==> src/verilog/iecs_pkg.sv <==
// How it works
// - accepted interrupt forces address bus to FF
// - fetched instruction at interrupt is abandoned
// - saved flags come from last completed instruction
// - return restores flags, resumes abandoned address
// - every instruction and entry takes two cycles
// - fabric holds request across two rising edges
// - fabric may clear request on port write
// - fabric may clear request on read strobe
// - fabric may clear request seeing address FF
// - stack pushes on call/interrupt, pops on return
// - stack pointer managed purely by hardware
// - stack holds fifteen nested return addresses
// - circular stack, sixteenth push overwrites oldest
// - subtract writes back, sets zero on zero
// - and with itself keeps value, sets zero on zero
// - interrupts disabled after reset until enabled
// - entry pushes pc and saves carry, zero
// - accepting interrupt clears interrupt enable
// - return from interrupt has enable option bit
package iecs_pkg;
	// ----------------------------------------
	// widths and addresses
	// ----------------------------------------
	localparam int       ADDR_W      = 8;
	localparam int       DATA_W      = 8;
	localparam int       STACK_DEPTH = 15;
	localparam int       PTR_W       = 4;
	localparam bit [7:0] VECTOR_ADDR = 8'hFF;
	localparam bit [7:0] RESET_ADDR  = 8'h00;
	localparam bit [7:0] ACK_PORT    = 8'h01;
	localparam bit [7:0] CAUSE_PORT  = 8'h02;

	// ----------------------------------------
	// operation codes
	// ----------------------------------------
	typedef enum logic [3:0] {
		IECS_OP_NOP,
		IECS_OP_JUMP,
		IECS_OP_CALL,
		IECS_OP_RETURN,
		IECS_OP_RETI,
		IECS_OP_EINT,
		IECS_OP_DINT,
		IECS_OP_SUB,
		IECS_OP_AND,
		IECS_OP_LOAD,
		IECS_OP_OUTPUT,
		IECS_OP_INPUT
	} iecs_op_e;

	// ----------------------------------------
	// shared helpers
	// ----------------------------------------
	function automatic logic is_zero(input logic [7:0] v);
		is_zero = (v == 8'h00);
	endfunction
endpackage

==> src/verilog/iecs_link_if.sv <==
`timescale 1ns/1ps
interface iecs_link_if;
	logic       interrupt;
	logic [7:0] address;
	logic [7:0] port_id;
	logic       write_strobe;
	logic       read_strobe;
	logic [7:0] out_port;
	logic [7:0] in_port;

	modport core
	(
		input  interrupt,
		input  in_port,
		output address,
		output port_id,
		output write_strobe,
		output read_strobe,
		output out_port
	);
	modport fabric
	(
		output interrupt,
		output in_port,
		input  address,
		input  port_id,
		input  write_strobe,
		input  read_strobe,
		input  out_port
	);
endinterface

==> src/verilog/iecs_core.sv <==
`timescale 1ns/1ps
module iecs_core (
	// clock and reset
	input  wire logic       clk,
	input  wire logic       reset_n,
	input  wire logic       clk_en,
	// instruction from program store
	input  wire logic [3:0] instr_op,
	input  wire logic [7:0] instr_arg,
	input  wire logic [3:0] instr_reg,
	input  wire logic       instr_cond_z,
	// link
	iecs_link_if.core       link,
	// status
	output logic            carry_q,
	output logic            zero_q,
	output logic            int_enable_q,
	output logic [7:0]      reg0_q
);
	// ----------------------------------------
	// request synchroniser
	// ----------------------------------------
	logic [2:0] irq_sync_q;
	logic       irq_q;

	always_ff @(posedge clk or negedge reset_n)
	begin
		if (!reset_n)
			irq_sync_q <= 3'h0;
		else if (clk_en)
			irq_sync_q <= {irq_sync_q[1:0], link.interrupt};
	end

	always_ff @(posedge clk or negedge reset_n)
	begin
		if (!reset_n)
			irq_q <= 1'b0;
		else if (clk_en && irq_sync_q[1] == irq_sync_q[2])
			irq_q <= irq_sync_q[2];
	end

	// ----------------------------------------
	// two-cycle instruction slot
	// ----------------------------------------
	logic       phase_q;
	logic [7:0] pc_q;
	logic [7:0] regs_q [0:15];
	logic       sv_carry_q;
	logic       sv_zero_q;
	logic       take_int;
	logic       push;
	logic       pop;
	logic [7:0] top_data;
	logic [7:0] rd_val;
	logic [7:0] sub_val;
	iecs_pkg::iecs_op_e op;

	assign op      = iecs_pkg::iecs_op_e'(instr_op);
	assign rd_val  = regs_q[instr_reg];
	assign sub_val = 8'(rd_val - instr_arg);

	always_ff @(posedge clk or negedge reset_n)
	begin
		if (!reset_n)
			phase_q <= 1'b0;
		else if (clk_en)
			phase_q <= ~phase_q;
	end

	assign take_int = phase_q && irq_q && int_enable_q;
	assign push     = phase_q && (take_int || op == iecs_pkg::IECS_OP_CALL);
	assign pop      = phase_q && !take_int
		&& (op == iecs_pkg::IECS_OP_RETURN || op == iecs_pkg::IECS_OP_RETI);

	iecs_stack #(
		.DEPTH (iecs_pkg::STACK_DEPTH)
	) u_stack (
		.clk       (clk),
		.reset_n   (reset_n),
		.clk_en    (clk_en),
		.push      (push),
		.pop       (pop),
		.push_data (take_int ? pc_q : 8'(pc_q + 8'h01)),
		.top_data  (top_data)
	);

	// ----------------------------------------
	// program counter
	// ----------------------------------------
	always_ff @(posedge clk or negedge reset_n)
	begin
		if (!reset_n)
			pc_q <= iecs_pkg::RESET_ADDR;
		else if (clk_en && phase_q)
		begin
			if (take_int)
				pc_q <= iecs_pkg::VECTOR_ADDR;
			else
				case (op)
					iecs_pkg::IECS_OP_JUMP:
						pc_q <= (!instr_cond_z || zero_q) ? instr_arg : 8'(pc_q + 8'h01);
					iecs_pkg::IECS_OP_CALL:
						pc_q <= instr_arg;
					iecs_pkg::IECS_OP_RETURN,
					iecs_pkg::IECS_OP_RETI:
						pc_q <= top_data;
					default:
						pc_q <= 8'(pc_q + 8'h01);
				endcase
		end
	end

	// ----------------------------------------
	// interrupt enable
	// ----------------------------------------
	always_ff @(posedge clk or negedge reset_n)
	begin
		if (!reset_n)
			int_enable_q <= 1'b0;
		else if (clk_en && phase_q)
		begin
			if (take_int)
				int_enable_q <= 1'b0;
			else if (op == iecs_pkg::IECS_OP_EINT)
				int_enable_q <= 1'b1;
			else if (op == iecs_pkg::IECS_OP_DINT)
				int_enable_q <= 1'b0;
			else if (op == iecs_pkg::IECS_OP_RETI)
				int_enable_q <= instr_arg[0];
		end
	end

	// ----------------------------------------
	// flags and save
	// ----------------------------------------
	// save completed flags
	always_ff @(posedge clk or negedge reset_n)
	begin
		if (!reset_n)
		begin
			sv_carry_q <= 1'b0;
			sv_zero_q  <= 1'b0;
		end
		else if (clk_en && take_int)
		begin
			sv_carry_q <= carry_q;
			sv_zero_q  <= zero_q;
		end
	end

	always_ff @(posedge clk or negedge reset_n)
	begin
		if (!reset_n)
		begin
			carry_q <= 1'b0;
			zero_q  <= 1'b0;
		end
		else if (clk_en && phase_q && !take_int)
			case (op)
				iecs_pkg::IECS_OP_SUB:
				begin
					carry_q <= (instr_arg > rd_val);
					zero_q  <= iecs_pkg::is_zero(sub_val);
				end
				iecs_pkg::IECS_OP_AND:
				begin
					carry_q <= 1'b0;
					zero_q  <= iecs_pkg::is_zero(rd_val & regs_q[instr_arg[3:0]]);
				end
				iecs_pkg::IECS_OP_RETI:
				begin
					carry_q <= sv_carry_q;
					zero_q  <= sv_zero_q;
				end
				default:
				begin
					carry_q <= carry_q;
					zero_q  <= zero_q;
				end
			endcase
	end

	// ----------------------------------------
	// register file
	// ----------------------------------------
	// result written back
	always_ff @(posedge clk)
	begin
		if (clk_en && phase_q && !take_int)
			case (op)
				iecs_pkg::IECS_OP_SUB:
					regs_q[instr_reg] <= sub_val;
				iecs_pkg::IECS_OP_AND:
					regs_q[instr_reg] <= rd_val & regs_q[instr_arg[3:0]];
				iecs_pkg::IECS_OP_LOAD:
					regs_q[instr_reg] <= instr_arg;
				iecs_pkg::IECS_OP_INPUT:
					regs_q[instr_reg] <= link.in_port;
				default:
					regs_q[instr_reg] <= rd_val;
			endcase
	end

	// ----------------------------------------
	// outputs
	// ----------------------------------------
	always_ff @(posedge clk or negedge reset_n)
	begin
		if (!reset_n)
			reg0_q <= 8'h00;
		else if (clk_en)
			reg0_q <= regs_q[0];
	end

	assign link.address      = pc_q;
	assign link.port_id      = instr_arg;
	assign link.write_strobe = phase_q && !take_int && op == iecs_pkg::IECS_OP_OUTPUT;
	assign link.read_strobe  = phase_q && !take_int && op == iecs_pkg::IECS_OP_INPUT;
	assign link.out_port     = rd_val;
endmodule

==> src/verilog/iecs_stack.sv <==
`timescale 1ns/1ps
module iecs_stack #(
	parameter int DEPTH = iecs_pkg::STACK_DEPTH
) (
	// clock and reset
	input  wire logic       clk,
	input  wire logic       reset_n,
	input  wire logic       clk_en,
	// push and pop
	input  wire logic       push,
	input  wire logic       pop,
	input  wire logic [7:0] push_data,
	output logic      [7:0] top_data
);
	// refuse depths outside two to fifteen for the four-bit pointer
	if (DEPTH < 2 || DEPTH > 15)
	begin
		$error("stack depth out of range");
	end

	// ----------------------------------------
	// storage and pointer
	// ----------------------------------------
	logic [7:0] mem [0:DEPTH-1];
	logic [3:0] ptr_q;

	function automatic logic [3:0] wrap_inc(input logic [3:0] p);
		wrap_inc = (p == 4'(DEPTH - 1)) ? 4'h0 : 4'(p + 4'h1);
	endfunction

	function automatic logic [3:0] wrap_dec(input logic [3:0] p);
		wrap_dec = (p == 4'h0) ? 4'(DEPTH - 1) : 4'(p - 4'h1);
	endfunction

	always_ff @(posedge clk or negedge reset_n)
	begin
		if (!reset_n)
			ptr_q <= 4'h0;
		else if (clk_en && push)
			ptr_q <= wrap_inc(ptr_q);
		else if (clk_en && pop)
			ptr_q <= wrap_dec(ptr_q);
	end

	always_ff @(posedge clk)
	begin
		if (clk_en && push)
			mem[ptr_q] <= push_data;
	end

	assign top_data = mem[wrap_dec(ptr_q)];
endmodule

==> src/flat_wrapper.sv <==
// flat-port wrapper written by rule: the top's interface ports become plain ports
module iecs_core_flat 
  (clk, reset_n, clk_en, instr_op, instr_arg, instr_reg, instr_cond_z, carry_q, zero_q, int_enable_q, reg0_q, link_interrupt, link_in_port, link_address, link_port_id, link_write_strobe, link_read_strobe, link_out_port);
  iecs_link_if link_i ();
  input  wire logic clk;
  input  wire logic reset_n;
  input  wire logic clk_en;
  input  wire logic [3:0] instr_op;
  input  wire logic [7:0] instr_arg;
  input  wire logic [3:0] instr_reg;
  input  wire logic instr_cond_z;
  output logic carry_q;
  output logic zero_q;
  output logic int_enable_q;
  output logic [7:0] reg0_q;
  input wire logic [$bits(link_i.interrupt)-1:0] link_interrupt;
  input wire logic [$bits(link_i.in_port)-1:0] link_in_port;
  output wire logic [$bits(link_i.address)-1:0] link_address;
  output wire logic [$bits(link_i.port_id)-1:0] link_port_id;
  output wire logic [$bits(link_i.write_strobe)-1:0] link_write_strobe;
  output wire logic [$bits(link_i.read_strobe)-1:0] link_read_strobe;
  output wire logic [$bits(link_i.out_port)-1:0] link_out_port;
  assign link_i.interrupt = link_interrupt;
  assign link_i.in_port = link_in_port;
  assign link_address = link_i.address;
  assign link_port_id = link_i.port_id;
  assign link_write_strobe = link_i.write_strobe;
  assign link_read_strobe = link_i.read_strobe;
  assign link_out_port = link_i.out_port;
  iecs_core u_core (.clk(clk), .reset_n(reset_n), .clk_en(clk_en), .instr_op(instr_op), .instr_arg(instr_arg), .instr_reg(instr_reg), .instr_cond_z(instr_cond_z), .link(link_i), .carry_q(carry_q), .zero_q(zero_q), .int_enable_q(int_enable_q), .reg0_q(reg0_q));
endmodule
==> config.mk <==
export PLATFORM = sky130hd
export DESIGN_NAME = iecs_core_flat
export DESIGN_NICKNAME = d
export VERILOG_FILES = /design/src/verilog/iecs_pkg.sv /design/src/verilog/iecs_link_if.sv /design/src/verilog/iecs_core.sv /design/src/verilog/iecs_stack.sv /design/src/flat_wrapper.sv
export SDC_FILE = /design/constraint.sdc
export NUM_CORES = 1
export LEC_CHECK = 0
export ABC_AREA = 1
export BUFFER_PORTS_ARGS = -buffer_cell sky130_fd_sc_hd__buf_4
export CORE_MARGIN = 8
export CORE_UTILIZATION = 30
export CTS_CLUSTER_DIAMETER = 40
export DETAILED_ROUTE_END_ITERATION = 7
export HOLD_SLACK_MARGIN = 0.1
export PLACE_DENSITY = 0.49
export SYNTH_ARGS = -nofsm -noshare
export SYNTH_HDL_FRONTEND = slang
export SYNTH_SLANG_ARGS = --single-unit
==> constraint.sdc <==
create_clock -name clk -period 3.6 [get_ports clk]
set_input_delay 0.72 -clock clk [delete_from_list [all_inputs] [get_ports clk]]
set_output_delay 0.72 -clock clk [all_outputs]
set_load 0.01 [all_outputs]
==> results.md, run 1 <==
- The remaining design rule violation count is 0.
- The number of hold violations in the final report was 0.
- The number of violations reported at the end of detailed-routing iteration 0 is 938.
- The count of port buffers added during placement is 65.
- The total nets after synthesis is 1675.
- The pin count of the biggest net entering global routing is 49.
- The clock input transition at the sequential cells of the worst setup and hold paths is 0.05 ns.
- The net count reported at finish is 1829.
- The filler cells instantiated in the layout total 4863.
- The synthesized netlist occupies a cell area of around 14000 um2.
- Setup repair after global routing left no endpoint under its margin.
- The via count of the first global-routing pass is 11500.
- After legalization and detailed placement, the total HPWL measured 33.3 mm.
- The placeable core region is roughly 47000 um2.
- During synthesis, Yosys emitted a total of 0 warnings.
- Global routing finished with a remaining overflow of 0.
- The peak supply drop is approximately 0.38 mV.
- The final route contains 11700 vias.
- The register-to-register setup slack is 0.61 ns.
- For this run, asynchronously set or reset flops after synthesis account for a little over a tenth.
- Clock latency on the worst-skew pair, taken at its later pin, is 0.58 ns.
- The largest fanout on the critical path is 16.
- Synthesis handed over a netlist of 1631 instances.
- The critical path in this run is classified as input port to flop.
- The routability congestion estimate from global placement is 0.893.
- The total power consumption of the routed design is 12.6 mW.
- The vertical die dimension is 234 um.
- The required time at the worst-slack endpoint is 3.90 ns.
- The number of buffers on the longest clock path is 3.
- The global-route wire length before repair is a little over 70 mm.
- At the worst endpoint, the arrival time is 3.41 ns.
- The post-CTS resize count is 0.
- The number of clock sinks is 278.
- The routed design could run at a clock period as short as 3.11 ns.
- The clock tree skew after final layout is 0.0350 ns.
- Yosys attributes the largest share of cell area to sky130_fd_sc_hd__edfxtp_1, sky130_fd_sc_hd__nand2_1, sky130_fd_sc_hd__nand3_1, sky130_fd_sc_hd__dfrtp_1, sky130_fd_sc_hd__inv_1.
- The post-synthesis cell type with the largest combined area is sky130_fd_sc_hd__edfxtp_1.
- After layout, the worst path uses 86.5% of the clock period.
- The initial cell density of the core is 30.1%.
- The leakage power figure is 7.54 nW.
- Measured along the x axis, the die boundary spans 234 um.
- The share of cells above drive strength 1 is 15.9%.
- In this run the biggest area consumer among cell types represents 52.2% of the synthesized area.
- Relative to the synthesized area, the layout overhead comes to 23.8%.
- The flow ran to the end, and the final reports show no timing, DRC or antenna violations.
- The number of placed I/O pins is 66.
- For this block, the routed nets add up to 46.9 mm of wire.
- Global routing consumed, over all layers together, 17.3% of the routing resources.
- The share of the yosys chip area belonging to registers is 57.5%.
- The slew at the pin closest to its max-slew limit is 0.637 ns.
- The most used flip-flop cell after synthesis is sky130_fd_sc_hd__edfxtp_1.
- The total of flip-flops plus latches after synthesis is 278.
- The netlist uses slightly above 40 different library cells.
- The mean instance size in the synthesized netlist is 8.75 um2.
- TritonCTS built the clock tree.
- In this run the post-CTS setup repair buffer count came out at 0.
- The worst hold path class is input port to flop.
- The repair_antennas step left the layout with diodes totalling 0.
- Derived from the worst setup path, the maximum achievable clock frequency is roughly 0.32 GHz.
- The number of nets still failing antenna checks after routing is 0.
- Counting flops with a built-in enable in the synthesized netlist gives around 250.
- In this run the power density over the cells is 713 nW/um2.
- The initial antenna violation count came to 0.
- The worst setup path is captured at a flop.
- The tree is rooted in a sky130_fd_sc_hd__clkbuf_16.
- The max-slew violation total from the final report was 0.
- The setup-violating endpoint count in the final report is 0.
- The worst slew margin relative to its limit is 57.4%.
- In this run, CTS created clock tree buffers numbering 46.
- The clock tree synthesis step divided the H-tree into 2 levels.
- The number of max-cap violations is 0.
- Dividing the detail-routed wire length by the instance count gives 19.3 um.
- The worst setup path is launched from an input port.
- The worst-case setup margin in the final layout is just under 0.5 ns.
- The first detailed-routing pass ran for 5 iterations.
- The worst slack on hold paths is 0.367 ns.
- Prior to clock tree synthesis, the placed netlist has a worst setup slack of -0.0603 ns.
- In this run the core area contains 80 standard-cell rows.
- The die covers about 55000 um2.
- The per-cell via count in the routed design is 4.81.
power breakdown:
part | internal [mW] | switching [mW]
logic | 1.25 | 2.68
clock network | 2.72 | 1.62
registers | 4.16 | 0.152
Yosys cell counts (all sizes together) (3+ instances only):
library cell,count
a21o,3
nand3,178
ha,14
buf,59
xor2,10
nand2,602
inv,157
nand4,3
or2,5
a22oi,6
o21ai,111
nand3b,3
o211ai,23
dfrtp,30
clkinv,7
nor3,3
a21oi,42
nor2,95
edfxtp,248
clkbuf,18
cell families (layout without fill, tap and decap cells):
| family | Yosys count | count (layout) | share of synthesized area (%) |
|---|---|---|---|
| AND/OR/NAND/NOR | 891 | 891 | 25.6 |
| flip-flops | 278 | 278 | 57.5 |
| buffers and inverters | 241 | 430 | 7.19 |
| AO/OA/AOI/OAI | 194 | 194 | 7.61 |
| adder cells (fa/ha/maj) | 15 | 15 | 1.37 |
| XOR/XNOR | 12 | 12 | 0.737 |
timing repair:
item                       in CTS  in global routing
hold buffers                    1                  0
hold endpoints to repair       14                  0
setup endpoints to repair       0                  0
layer usage:
metal / track usage [%] / share of wire [%]
met5: 0 / 0
met4: 6.02 / 3.1
met3: 2.81 / 4.9
met2: 28.6 / 47
met1: 22.6 / 45
worst max-delay path, cell delays in order:
cell	delay [ns]
sky130_fd_sc_hd__buf_4	0.16
sky130_fd_sc_hd__buf_4	0.19
sky130_fd_sc_hd__o21ai_0	0.16
sky130_fd_sc_hd__nand2_1	0.07
sky130_fd_sc_hd__nand2_1	0.07
sky130_fd_sc_hd__nand2_1	0.06
sky130_fd_sc_hd__nand2_1	0.08
sky130_fd_sc_hd__inv_1	0.03
sky130_fd_sc_hd__nand2_1	0.08
sky130_fd_sc_hd__inv_1	0.05
sky130_fd_sc_hd__ha_1	0.21
sky130_fd_sc_hd__fa_1	0.40
sky130_fd_sc_hd__nand3b_1	0.17
sky130_fd_sc_hd__nand2_1	0.11
sky130_fd_sc_hd__nand2_1	0.06
sky130_fd_sc_hd__nand2_1	0.08
sky130_fd_sc_hd__a21oi_1	0.08
sky130_fd_sc_hd__nand2_1	0.06
sky130_fd_sc_hd__nand2_1	0.06
sky130_fd_sc_hd__o21ai_0	0.14
sky130_fd_sc_hd__nand2_1	0.07
sky130_fd_sc_hd__nand2_1	0.05
sky130_fd_sc_hd__nand2_1	0.08
sky130_fd_sc_hd__buf_12	0.15
final timing paths:
| path | end | start | cells past startpoint |
|---|---|---|---|
| min in group asynchronous | u_core.zero_q | reset_n | 2 |
| hold reg to reg | u_core.reg0_q[4] | u_core.reg0_q[4] | 2 |
| setup reg to reg | u_core.regs_q[9][6] | u_core.regs_q[0][0] | 23 |
| max in group asynchronous | u_core.reg0_q[2] | reset_n | 2 |
| setup / recovery | u_core.regs_q[9][6] | instr_reg[0] | 24 |
| hold / removal | u_core.irq_sync_q[0] | link_interrupt | 3 |
registers in the layout, indices dropped and copies added, names as in the netlist:
name	count
u_core.irq_sync_q	3
u_core.phase_q	1
u_core.carry_q	1
u_core.sv_carry_q	1
u_core.irq_q	1
u_core.sv_zero_q	1
u_core.u_stack.ptr_q	4
u_core.zero_q	1
u_core.regs_q	128
u_core.link.address	8
u_core.u_stack.mem	120
u_core.reg0_q	8
u_core.int_enable_q	1
layout make-up:
class | count | area [um2] | share of cell area, %
Sequential cell | 278 | 8200 | 46.4
Multi-Input combinational cell | 1112 | 5050 | 28.6
Timing Repair Buffer | 183 | 1500 | 8.50
Clock buffer | 50 | 1170 | 6.60
Tap cell | 615 | 769 | 4.36
Inverter | 164 | 616 | 3.49
Clock inverter | 33 | 359 | 2.03
cells in the final DEF (no fill, tap or decap), types with 14 or more instances in the layout:
| cell type | instances |
|---|---|
| sky130_fd_sc_hd__inv_2 | 18 |
| sky130_fd_sc_hd__clkbuf_16 | 46 |
| sky130_fd_sc_hd__nor2_1 | 89 |
| sky130_fd_sc_hd__dfrtp_1 | 30 |
| sky130_fd_sc_hd__clkinv_1 | 16 |
| sky130_fd_sc_hd__a21oi_1 | 40 |
| sky130_fd_sc_hd__inv_1 | 139 |
| sky130_fd_sc_hd__o211ai_1 | 23 |
| sky130_fd_sc_hd__nand2_1 | 596 |
| sky130_fd_sc_hd__buf_4 | 172 |
| sky130_fd_sc_hd__o21ai_1 | 14 |
| sky130_fd_sc_hd__edfxtp_1 | 248 |
| sky130_fd_sc_hd__nand3_1 | 177 |
| sky130_fd_sc_hd__o21ai_0 | 97 |
| sky130_fd_sc_hd__ha_1 | 14 |
stage by stage:
| stage | utilization [%] | setup TNS, ns | std cells | cell area [um2] |
|---|---|---|---|---|
| after floorplan | - | 0 | 1631 | 14300 |
| after global placement | 34.1 | -0.422 | 2351 | 16100 |
| after detailed placement | 34.1 | -0.956 | 2351 | 16100 |
| after CTS | 37.3 | 0 | 2435 | 17700 |
| after global routing | 37.3 | 0 | 2435 | 17700 |
| final | 37.3 | 0 | 2435 | 17700 |
Note: power is estimated with default switching activity, not from simulation.
==> run 2: changes to the inputs <==
--- a/config.mk
+++ b/config.mk
@@ -5,7 +5,6 @@
 export SDC_FILE = /design/constraint.sdc
 export NUM_CORES = 1
 export LEC_CHECK = 0
-export ABC_AREA = 1
 export BUFFER_PORTS_ARGS = -buffer_cell sky130_fd_sc_hd__buf_4
 export CORE_MARGIN = 8
 export CORE_UTILIZATION = 30
==> results.md, run 2 <==
- Outcome: finished clean (unchanged).
- The post-synthesis instance total is 816 (was 1631).
- The peak supply drop is 0.381 mV (was 0.380 mV).
- The post-synthesis cell type with the largest combined area was sky130_fd_sc_hd__edfxtp_1 (unchanged).
- The number of buffers on the longest clock path was 3 (unchanged).
- The average routed wire per standard cell was 24.3 um (was 19.3 um).
- Top post-synthesis cells by area: sky130_fd_sc_hd__edfxtp_1, sky130_fd_sc_hd__mux4_2, sky130_fd_sc_hd__dfrtp_1, sky130_fd_sc_hd__nor2_1, sky130_fd_sc_hd__mux2_2 (was sky130_fd_sc_hd__edfxtp_1, sky130_fd_sc_hd__nand2_1, sky130_fd_sc_hd__nand3_1, sky130_fd_sc_hd__dfrtp_1, sky130_fd_sc_hd__inv_1).
- The area of the die is 50700 um2 (was 54800 um2).
- The post-placement cell area came to 15200 um2 (was 16100 um2).
- The net count reported at finish is 1045 (was 1829).
- Most used standard cells in the synthesized netlist: sky130_fd_sc_hd__edfxtp_1, sky130_fd_sc_hd__mux4_2, sky130_fd_sc_hd__nor2_1 (was sky130_fd_sc_hd__nand2_1, sky130_fd_sc_hd__edfxtp_1, sky130_fd_sc_hd__nand3_1).
- The total power consumption of the routed design is 12.6 mW (about the same).
- The proportion of netlist area held by the largest area contributor is 56.8% (was 52.2%).
- The highest metal layer used by the detailed router is met4 (unchanged).
- The length of the first detailed-routing pass in iterations is 5 (unchanged).
- The mapped cell area is 13100 um2 (was 14300 um2).
- The all-layer global routing usage is 15.6% (was 17.3%).
- The total nets after synthesis is 860 (was 1675).
- The number of placement rows is 76 (was 80).
- The share of cells above drive strength 1 is 38.4% (was 15.9%).
- The worst slew margin relative to its limit is 27.1% (was 57.4%).
- The maximum clock frequency came to 0.291 GHz (was 0.321 GHz).
- The met2 wire length came to 17.2 mm (was 22.2 mm).
- The arrival time at the worst endpoint is 3.84 ns (was 3.41 ns).
- The global-route wire length before repair is 58.5 mm (was 71.2 mm).
- The mean instance size in the synthesized netlist is 16.1 um2 (was 8.75 um2).
- The final design instance area without fill is 16700 um2 (was 17700 um2).
- The met3 wire length was 3.03 mm (was 2.28 mm).
- The required time at the worst-slack endpoint is 4.00 ns (was 3.90 ns).
- The total grt overflow came to 0 (unchanged).
- The number of clock sinks came to 278 (unchanged).
- The number of hold violations in the final report is 0 (unchanged).
- The launch point of the critical path is instr_reg[0] (unchanged).
- Largest registers: u_core.regs_q (128), u_core.u_stack.mem (120) (unchanged).
- The setup TNS after final layout came to 0 ns (unchanged).
- The number of nets still failing antenna checks after routing is 0 (unchanged).
- The total wirelength of the detailed-routed design was 39.3 mm (was 46.9 mm).
- The slew at the pin closest to its max-slew limit is 1.09 ns (was 0.637 ns).
- The routability congestion estimate from global placement is 0.834 (was 0.893).
- The cell class contributing the biggest share of worst-path delay is multiplexers (was simple AND/OR/NAND/NOR gates).
- The total of flip-flops plus latches after synthesis was 278 (unchanged).
- The most common cell in the netlist is sky130_fd_sc_hd__edfxtp_1 (was sky130_fd_sc_hd__nand2_1).
- The clock input transition at the sequential cells of the worst setup and hold paths is 0.05 ns (about the same).
- The count of port buffers added during placement is 65 (unchanged).
- The classification of the worst setup path was input port to flop (unchanged).
- The number of max-cap violations is 0 (unchanged).
- The number of buffers and inverters on the critical path is 3 (was 5).
- The pin count of the biggest net entering global routing came to 31 (was 49).
- The flip-flop count of the largest register after layout is 128 (unchanged).
- The clock buffer count from CTS is 43 (was 46).
- The placeable core region was 43100 um2 (was 47300 um2).
- The nature of the critical path startpoint is an input port (unchanged).
- The minimum period implied by the final worst setup slack is 3.44 ns (was 3.11 ns).
- The met1 wire length is 18.0 mm (was 21.1 mm).
- The initial cell density of the core is 30.5% (was 30.1%).
- The number of distinct library cells after synthesis is 54 (was 41).
- The H-tree depth is 2 (unchanged).
- The category of the worst setup path capture point is a flop (unchanged).
- The clock tree skew after final layout is 0.0247 ns (was 0.0350 ns).
- The proportion of register bits with asynchronous set or reset after synthesis is 10.8% (unchanged).
- The leakage power figure is 5.88 nW (was 7.54 nW).
- The diode insertion count for antenna repair is 0 (unchanged).
- The share of the clock period used by the worst path is 95.6% (was 86.5%).
- The per-cell via count in the routed design is 5.20 (was 4.81).
- The max-slew violation total from the final report was 0 (unchanged).
- Commonest cells after routing, fill and taps aside: sky130_fd_sc_hd__edfxtp_1, sky130_fd_sc_hd__buf_4, sky130_fd_sc_hd__mux4_2 (was sky130_fd_sc_hd__nand2_1, sky130_fd_sc_hd__edfxtp_1, sky130_fd_sc_hd__nand3_1).
- The via count of the first global-routing pass was 8583 (was 11500).
- The power per standard cell area is 752 nW/um2 (was 713 nW/um2).
- The setup-violating endpoint count in the final report came to 0 (unchanged).
- The detailed-route via count was 8418 (was 11700).
- The most used flip-flop cell after synthesis was sky130_fd_sc_hd__edfxtp_1 (unchanged).
- The library cell used as clock root buffer is sky130_fd_sc_hd__clkbuf_16 (unchanged).
- The number of placed I/O pins is 66 (unchanged).
- The CTS tree is built (unchanged).
- The register bank with the most flops is u_core.regs_q (unchanged).
- The beginning of the worst register-to-register path is u_core.regs_q[11][1] (was u_core.regs_q[0][0]).
- The worst hold path class is input port to asynchronous set/reset pin (was input port to flop).
- The share of the yosys chip area belonging to registers was 62.5% (was 57.5%).
- The peak per-stage delay on the critical path is 0.54 ns (was 0.40 ns).
- The insertion delay of the later-clocked pin in the worst-skew pair came to 0.55 ns (was 0.58 ns).
- The remaining design rule violation count is 0 (unchanged).
- The vertical die dimension is 225 um (was 234 um).
- The largest fanout on the critical path was 16 (unchanged).
- The cell type of the slowest stage on the worst timing path is sky130_fd_sc_hd__mux4_2 (was sky130_fd_sc_hd__fa_1).
- The die width is 225 um (was 234 um).
- The number of violations reported at the end of detailed-routing iteration 0 is 818 (was 938).
- The initial antenna violation count is 0 (unchanged).
- The count of synthesis-stage warnings from yosys came to 0 (unchanged).
- The number of enable flip-flop cells after synthesis is 248 (unchanged).
- The leading cell type in the layout, fill and taps excluded was sky130_fd_sc_hd__edfxtp_1 (was sky130_fd_sc_hd__nand2_1).
- The area added between synthesis and finish was 27.7% (was 23.8%).
- The half-perimeter wire length after placement was 28.2 mm (was 33.3 mm).
- Series of cell instances along the critical path: buf_4 -> buf_4 -> mux4_2 -> mux4_2 -> ha_4 -> nor2b_1 -> o21a_1 -> o21ai_1 -> a21oi_1 -> xnor2_2 -> o311ai_2 -> o2bb2ai_4 -> buf_12 (was buf_4 -> buf_4 -> o21ai_0 -> nand2_1 -> nand2_1 -> nand2_1 -> nand2_1 -> inv_1 -> nand2_1 -> inv_1 -> ha_1 -> fa_1 -> nand3b_1 -> nand2_1 -> nand2_1 -> nand2_1 -> a21oi_1 -> nand2_1 -> nand2_1 -> o21ai_0 -> nand2_1 -> nand2_1 -> nand2_1 -> buf_12).
[run 2: cell types whose count changed in the layout (fill, tap and decap cells not counted), moves of 21 or more]
cell	delta
sky130_fd_sc_hd__nand2_1	-557
sky130_fd_sc_hd__nand3_1	-158
sky130_fd_sc_hd__inv_1	-121
sky130_fd_sc_hd__mux4_2	+101
sky130_fd_sc_hd__o21ai_0	-80
sky130_fd_sc_hd__nor2_1	-21
[run 2: report_power, final]
part	internal, mW	leakage, nW	switching (mW)	total (mW)
Clock	2.63	0.705	1.60	4.23
Combinational	1.75	2.59	2.17	3.92
Sequential	4.24	2.58	0.213	4.45
[run 2: stage by stage]
| stage | util [%] | setup WS (ns) | hold WS, ns | cells |
|---|---|---|---|---|
| after floorplan | - | -0.110 | 0.424 | 816 |
| after global placement | 35.4 | -0.475 | 0.472 | 1540 |
| after detailed placement | 35.4 | -0.514 | 0.485 | 1540 |
| after CTS | 38.8 | 0.0501 | 0.124 | 1618 |
| after global routing | 38.9 | -0.0207 | 0.147 | 1619 |
| final | 38.9 | 0.159 | 0.131 | 1619 |
[run 2: logic make-up (layout without fill, tap and decap cells)]
kind of cell	after synthesis	in the layout	share of synthesized area, %
adders and majority gates	15	15	1.49
muxes	130	130	19.7
xor gates and xnor gates	18	18	1.20
and+or+nand+nor	182	182	6.39
buffers and inverters	71	289	2.52
AOI/OAI and AO/OA	122	122	6.21
DFF	278	278	62.5
[run 2: area by class of cell]
type | count | area (um2)
clock inverter | 33 | 363
clock buffer | 45 | 1100
inverter | 19 | 71.3
multi-input combinational | 467 | 4690
tap | 585 | 732
fill | 3974 | 26300
timing repair buffer | 192 | 1590
sequential | 278 | 8200
[run 2: per-layer routing]
metal	GRT usage (%)	vias to the layer above
met3	3.81	68
met1	22.3	4342
met2	23.0	339
li1	-	3669
met5	0	-
met4	5.14	0
[run 2: final timing paths]
path / endpoint / slack, ns / depth (start not counted)
worst max-delay path: u_core.regs_q[5][6] / 0.16 / 13
worst min-delay path: u_core.reg0_q[1] / 0.13 / 1
worst max register to register: u_core.regs_q[8][7] / 0.21 / 10
worst min register to register: u_core.irq_q / 0.49 / 2
max in group asynchronous: u_core.u_stack.ptr_q[0] / 3.13 / 1
min in group clk: u_core.irq_sync_q[0] / 0.43 / 2
[run 2: repair_timing]
action / CTS / global route
endpoints found under the setup margin: 0 / 65
buffers inserted: 0 / 1
resized for setup: 0 / 6
hold buffers: 0 / 0
==> run 3: changes to the inputs <==
--- a/config.mk
+++ b/config.mk
@@ -5,7 +5,7 @@
 export SDC_FILE = /design/constraint.sdc
 export NUM_CORES = 1
 export LEC_CHECK = 0
-export BUFFER_PORTS_ARGS = -buffer_cell sky130_fd_sc_hd__buf_4
+export BUFFER_PORTS_ARGS = -buffer_cell sky130_fd_sc_hd__buf_2
 export CORE_MARGIN = 8
 export CORE_UTILIZATION = 30
 export CTS_CLUSTER_DIAMETER = 40
==> results.md, run 3 (synthesis gave the netlist of run 2 again) <==
- The H-tree depth came to 2 (unchanged).
- The share of the clock period used by the worst path came to 97.5% (was 95.6%).
- The slew at the pin closest to its max-slew limit is 1.19 ns (was 1.09 ns).
- The proportion of power drawn by combinational gates is 31.6% (was 31.1%).
- The placeable core region is 43100 um2 (unchanged).
- The post-layout utilization of the core came to 38.2% (was 38.9%).
- The required time at the worst-slack endpoint was 3.88 ns (was 4.00 ns).
- The total grt overflow is 0 (unchanged).
- The flip-flop count of the largest register after layout is 128 (unchanged).
- The number of placed instances with taps included is 1531 (was 1540).
- The global-route wire length before repair is 55.9 mm (was 58.5 mm).
- The pin count of the biggest net entering global routing is 36 (was 31).
- The minimum period implied by the final worst setup slack is 3.51 ns (was 3.44 ns).
- The half-perimeter wire length after placement is 27.2 mm (was 28.2 mm).
- The leading cell type in the layout, fill and taps excluded is sky130_fd_sc_hd__edfxtp_1 (unchanged).
- The switching power total came to 3.82 mW (was 3.99 mW).
- The via count of the first global-routing pass was 8499 (was 8583).
- The peak per-stage delay on the critical path is 0.55 ns (was 0.54 ns).
- Largest registers: u_core.regs_q (128), u_core.u_stack.mem (120) (unchanged).
- The detailed-route via count came to 8220 (was 8418).
- The hold buffer count at CTS is 0 (unchanged).
- The max-slew violation total from the final report is 0 (unchanged).
- The arrival time at the worst endpoint is 3.79 ns (was 3.84 ns).
- The number of max-cap violations is 0 (unchanged).
- The peak supply drop is 0.439 mV (was 0.381 mV).
- The total wirelength of the detailed-routed design is 37.7 mm (was 39.3 mm).
- The post-placement worst setup slack came to -0.821 ns (was -0.514 ns).
- The leakage power figure is 5.74 nW (was 5.88 nW).
- Commonest cells after routing, fill and taps aside: sky130_fd_sc_hd__edfxtp_1, sky130_fd_sc_hd__buf_4, sky130_fd_sc_hd__mux4_2 (unchanged).
- The area added between synthesis and finish was 25.5% (was 27.7%).
- The count of placed standard cells in the final layout, fillers left out came to 1612 (was 1619).
- The cell type of the slowest stage on the worst timing path is sky130_fd_sc_hd__mux4_2 (unchanged).
- The initial antenna violation count is 2 (was 0).
- The remaining design rule violation count is 0 (unchanged).
- The fraction of power spent switching nets was 31.9% (was 31.6%).
- The vertical die dimension came to 225 um (unchanged).
- The design internal power is 8.15 mW (was 8.61 mW).
- The count of port buffers added during placement was 65 (unchanged).
- The worst-case setup margin in the final layout is 0.0915 ns (was 0.159 ns).
- The die width is 225 um (unchanged).
- The reg-to-reg critical path endpoint is u_core.regs_q[2][7] (was u_core.regs_q[8][7]).
- The maximum clock frequency came to 0.285 GHz (was 0.291 GHz).
- The clock input transition at the sequential cells of the worst setup and hold paths is 0.06 ns (was 0.05 ns).
- The all-layer global routing usage is 14.7% (was 15.6%).
- The clock share of power came to 31.4% (was 33.6%).
- The number of violations reported at the end of detailed-routing iteration 0 was 787 (was 818).
- The number of buffers on the longest clock path was 3 (unchanged).
- The number of clock sinks is 278 (unchanged).
- The number of nets still failing antenna checks after routing came to 0 (unchanged).
- The number of placed I/O pins came to 66 (unchanged).
- The CTS tree is built (unchanged).
- The setup TNS after final layout came to 0 ns (unchanged).
- The category of the worst setup path capture point is a flop (unchanged).
- The length of the first detailed-routing pass in iterations was 5 (unchanged).
- The routability congestion estimate from global placement is 0.830 (was 0.834).
- The number of cell instances on the worst register-to-register path was 11 (was 10).
- The beginning of the worst register-to-register path is u_core.regs_q[12][1] (was u_core.regs_q[11][1]).
- The power per standard cell area is 727 nW/um2 (was 752 nW/um2).
- The classification of the worst setup path was input port to flop (unchanged).
- The average routed wire per standard cell is 23.4 um (was 24.3 um).
- The worst slew margin relative to its limit is 20.2% (was 27.1%).
- The worst hold path class is input port to asynchronous set/reset pin (unchanged).
- The register-to-register setup slack is 0.14 ns (was 0.21 ns).
- Series of cell instances along the critical path: buf_12 -> buf_12 -> buf_8 -> mux4_2 -> mux4_2 -> ha_4 -> or4_1 -> o22ai_2 -> xnor2_2 -> a221oi_2 -> o22ai_4 -> buf_12 (was buf_4 -> buf_4 -> mux4_2 -> mux4_2 -> ha_4 -> nor2b_1 -> o21a_1 -> o21ai_1 -> a21oi_1 -> xnor2_2 -> o311ai_2 -> o2bb2ai_4 -> buf_12).
- The nature of the critical path startpoint was an input port (unchanged).
- The insertion delay of the later-clocked pin in the worst-skew pair came to 0.55 ns (about the same).
- The area of the die is 50700 um2 (unchanged).
- The most repeated library cell on the critical path is sky130_fd_sc_hd__buf_12.
- The number of placement rows is 76 (unchanged).
- The initial cell density of the core came to 30.5% (unchanged).
- Outcome: finished clean (unchanged).
- The clock tree skew after final layout is 0.0270 ns (was 0.0247 ns).
- The clock buffer count from CTS is 38 (was 43).
- The register bank with the most flops is u_core.regs_q (unchanged).
- The share of cells above drive strength 1 is 38.2% (was 38.4%).
- The per-cell via count in the routed design is 5.10 (was 5.20).
- The sequential group share of total power is 37.0% (was 35.3%).
- The net count reported at finish is 1040 (was 1045).
- The library cell used as clock root buffer is sky130_fd_sc_hd__clkbuf_16 (unchanged).
- The setup-violating endpoint count in the final report is 0 (unchanged).
- The number of hold violations in the final report is 0 (unchanged).
- The largest fanout on the critical path is 16 (unchanged).
run 3: cell types whose count changed in the layout (fill, tap and decap cells not counted), sizes merged:
cell    change
buf         -2
bufinv      -1
clkbuf      +2
clkinv      -7
diode       +3
inv         -3
o22ai       +1
run 3: critical path, delay by kind of cell:
kind,cells,cell delay [ns]
multiplexers,2,1.05
AO/OA/AOI/OAI,3,0.69
buffers and inverters,4,0.56
AND/OR/NAND/NOR,1,0.44
adder cells (fa/ha/maj),1,0.20
XOR/XNOR,1,0.12
run 3: stage by stage:
stage | hold WS, ns | total power, mW | cell area (um2)
after detailed placement | 0.494 | 8.16 | 15000
after CTS | 0.264 | 12.0 | 16300
final | 0.255 | 12.0 | 16500
after global routing | 0.306 | 12.5 | 16500
after global placement | 0.484 | 8.15 | 15000
after floorplan | 0.424 | 6.81 | 13300
run 3: area by class of cell:
type	instances	area, um2
multi-input cells	468	4740
clock inverters	22	287
well taps	585	732
flip-flops and latches	278	8200
repair buffers	191	1450
clock buffers	46	981
diodes	3	7.51
fillers	3994	26600
inverters	19	71.3
run 3: timing repair:
item                                    CTS  global route
pin swaps                                 2             7
endpoints found under the setup margin   45            64
setup buffers                             2             6
resized for setup                         4            14
cloned                                    0             2
run 3: power by group through the flow:
stage	Clock (mW)	Combinational (mW)	Sequential (mW)
finish	3.76	3.78	4.44
global placement	0	3.65	4.50
global route	3.96	4.09	4.46
floorplan	0	2.35	4.45
CTS	3.83	3.75	4.43
detailed placement	0	3.66	4.50
run 3: per-layer routing:
layer | vias to the layer above | track usage [%] | routed length (um)
li1 | 3663 | - | -
met1 | 4270 | 20.9 | 17400
met2 | 237 | 22.2 | 17000
met3 | 50 | 3.67 | 2520
met4 | 0 | 4.36 | 816
met5 | - | 0 | 0
run 3: worst max path at each step:
stage,slack (ns),endpoint,cells after the start,start
2_1_floorplan,-0.11,u_core.regs_q[0][7],11,instr_reg[0]
3_3_place_gp,-0.79,u_core.regs_q[1][7],13,instr_reg[0]
3_5_place_dp,-0.82,u_core.regs_q[5][7],10,instr_reg[0]
4_1_cts,0.07,u_core.regs_q[5][7],11,instr_reg[0]
5_1_grt,-0.02,u_core.regs_q[5][7],12,instr_reg[0]
6_report,0.09,u_core.regs_q[2][7],12,instr_reg[0]
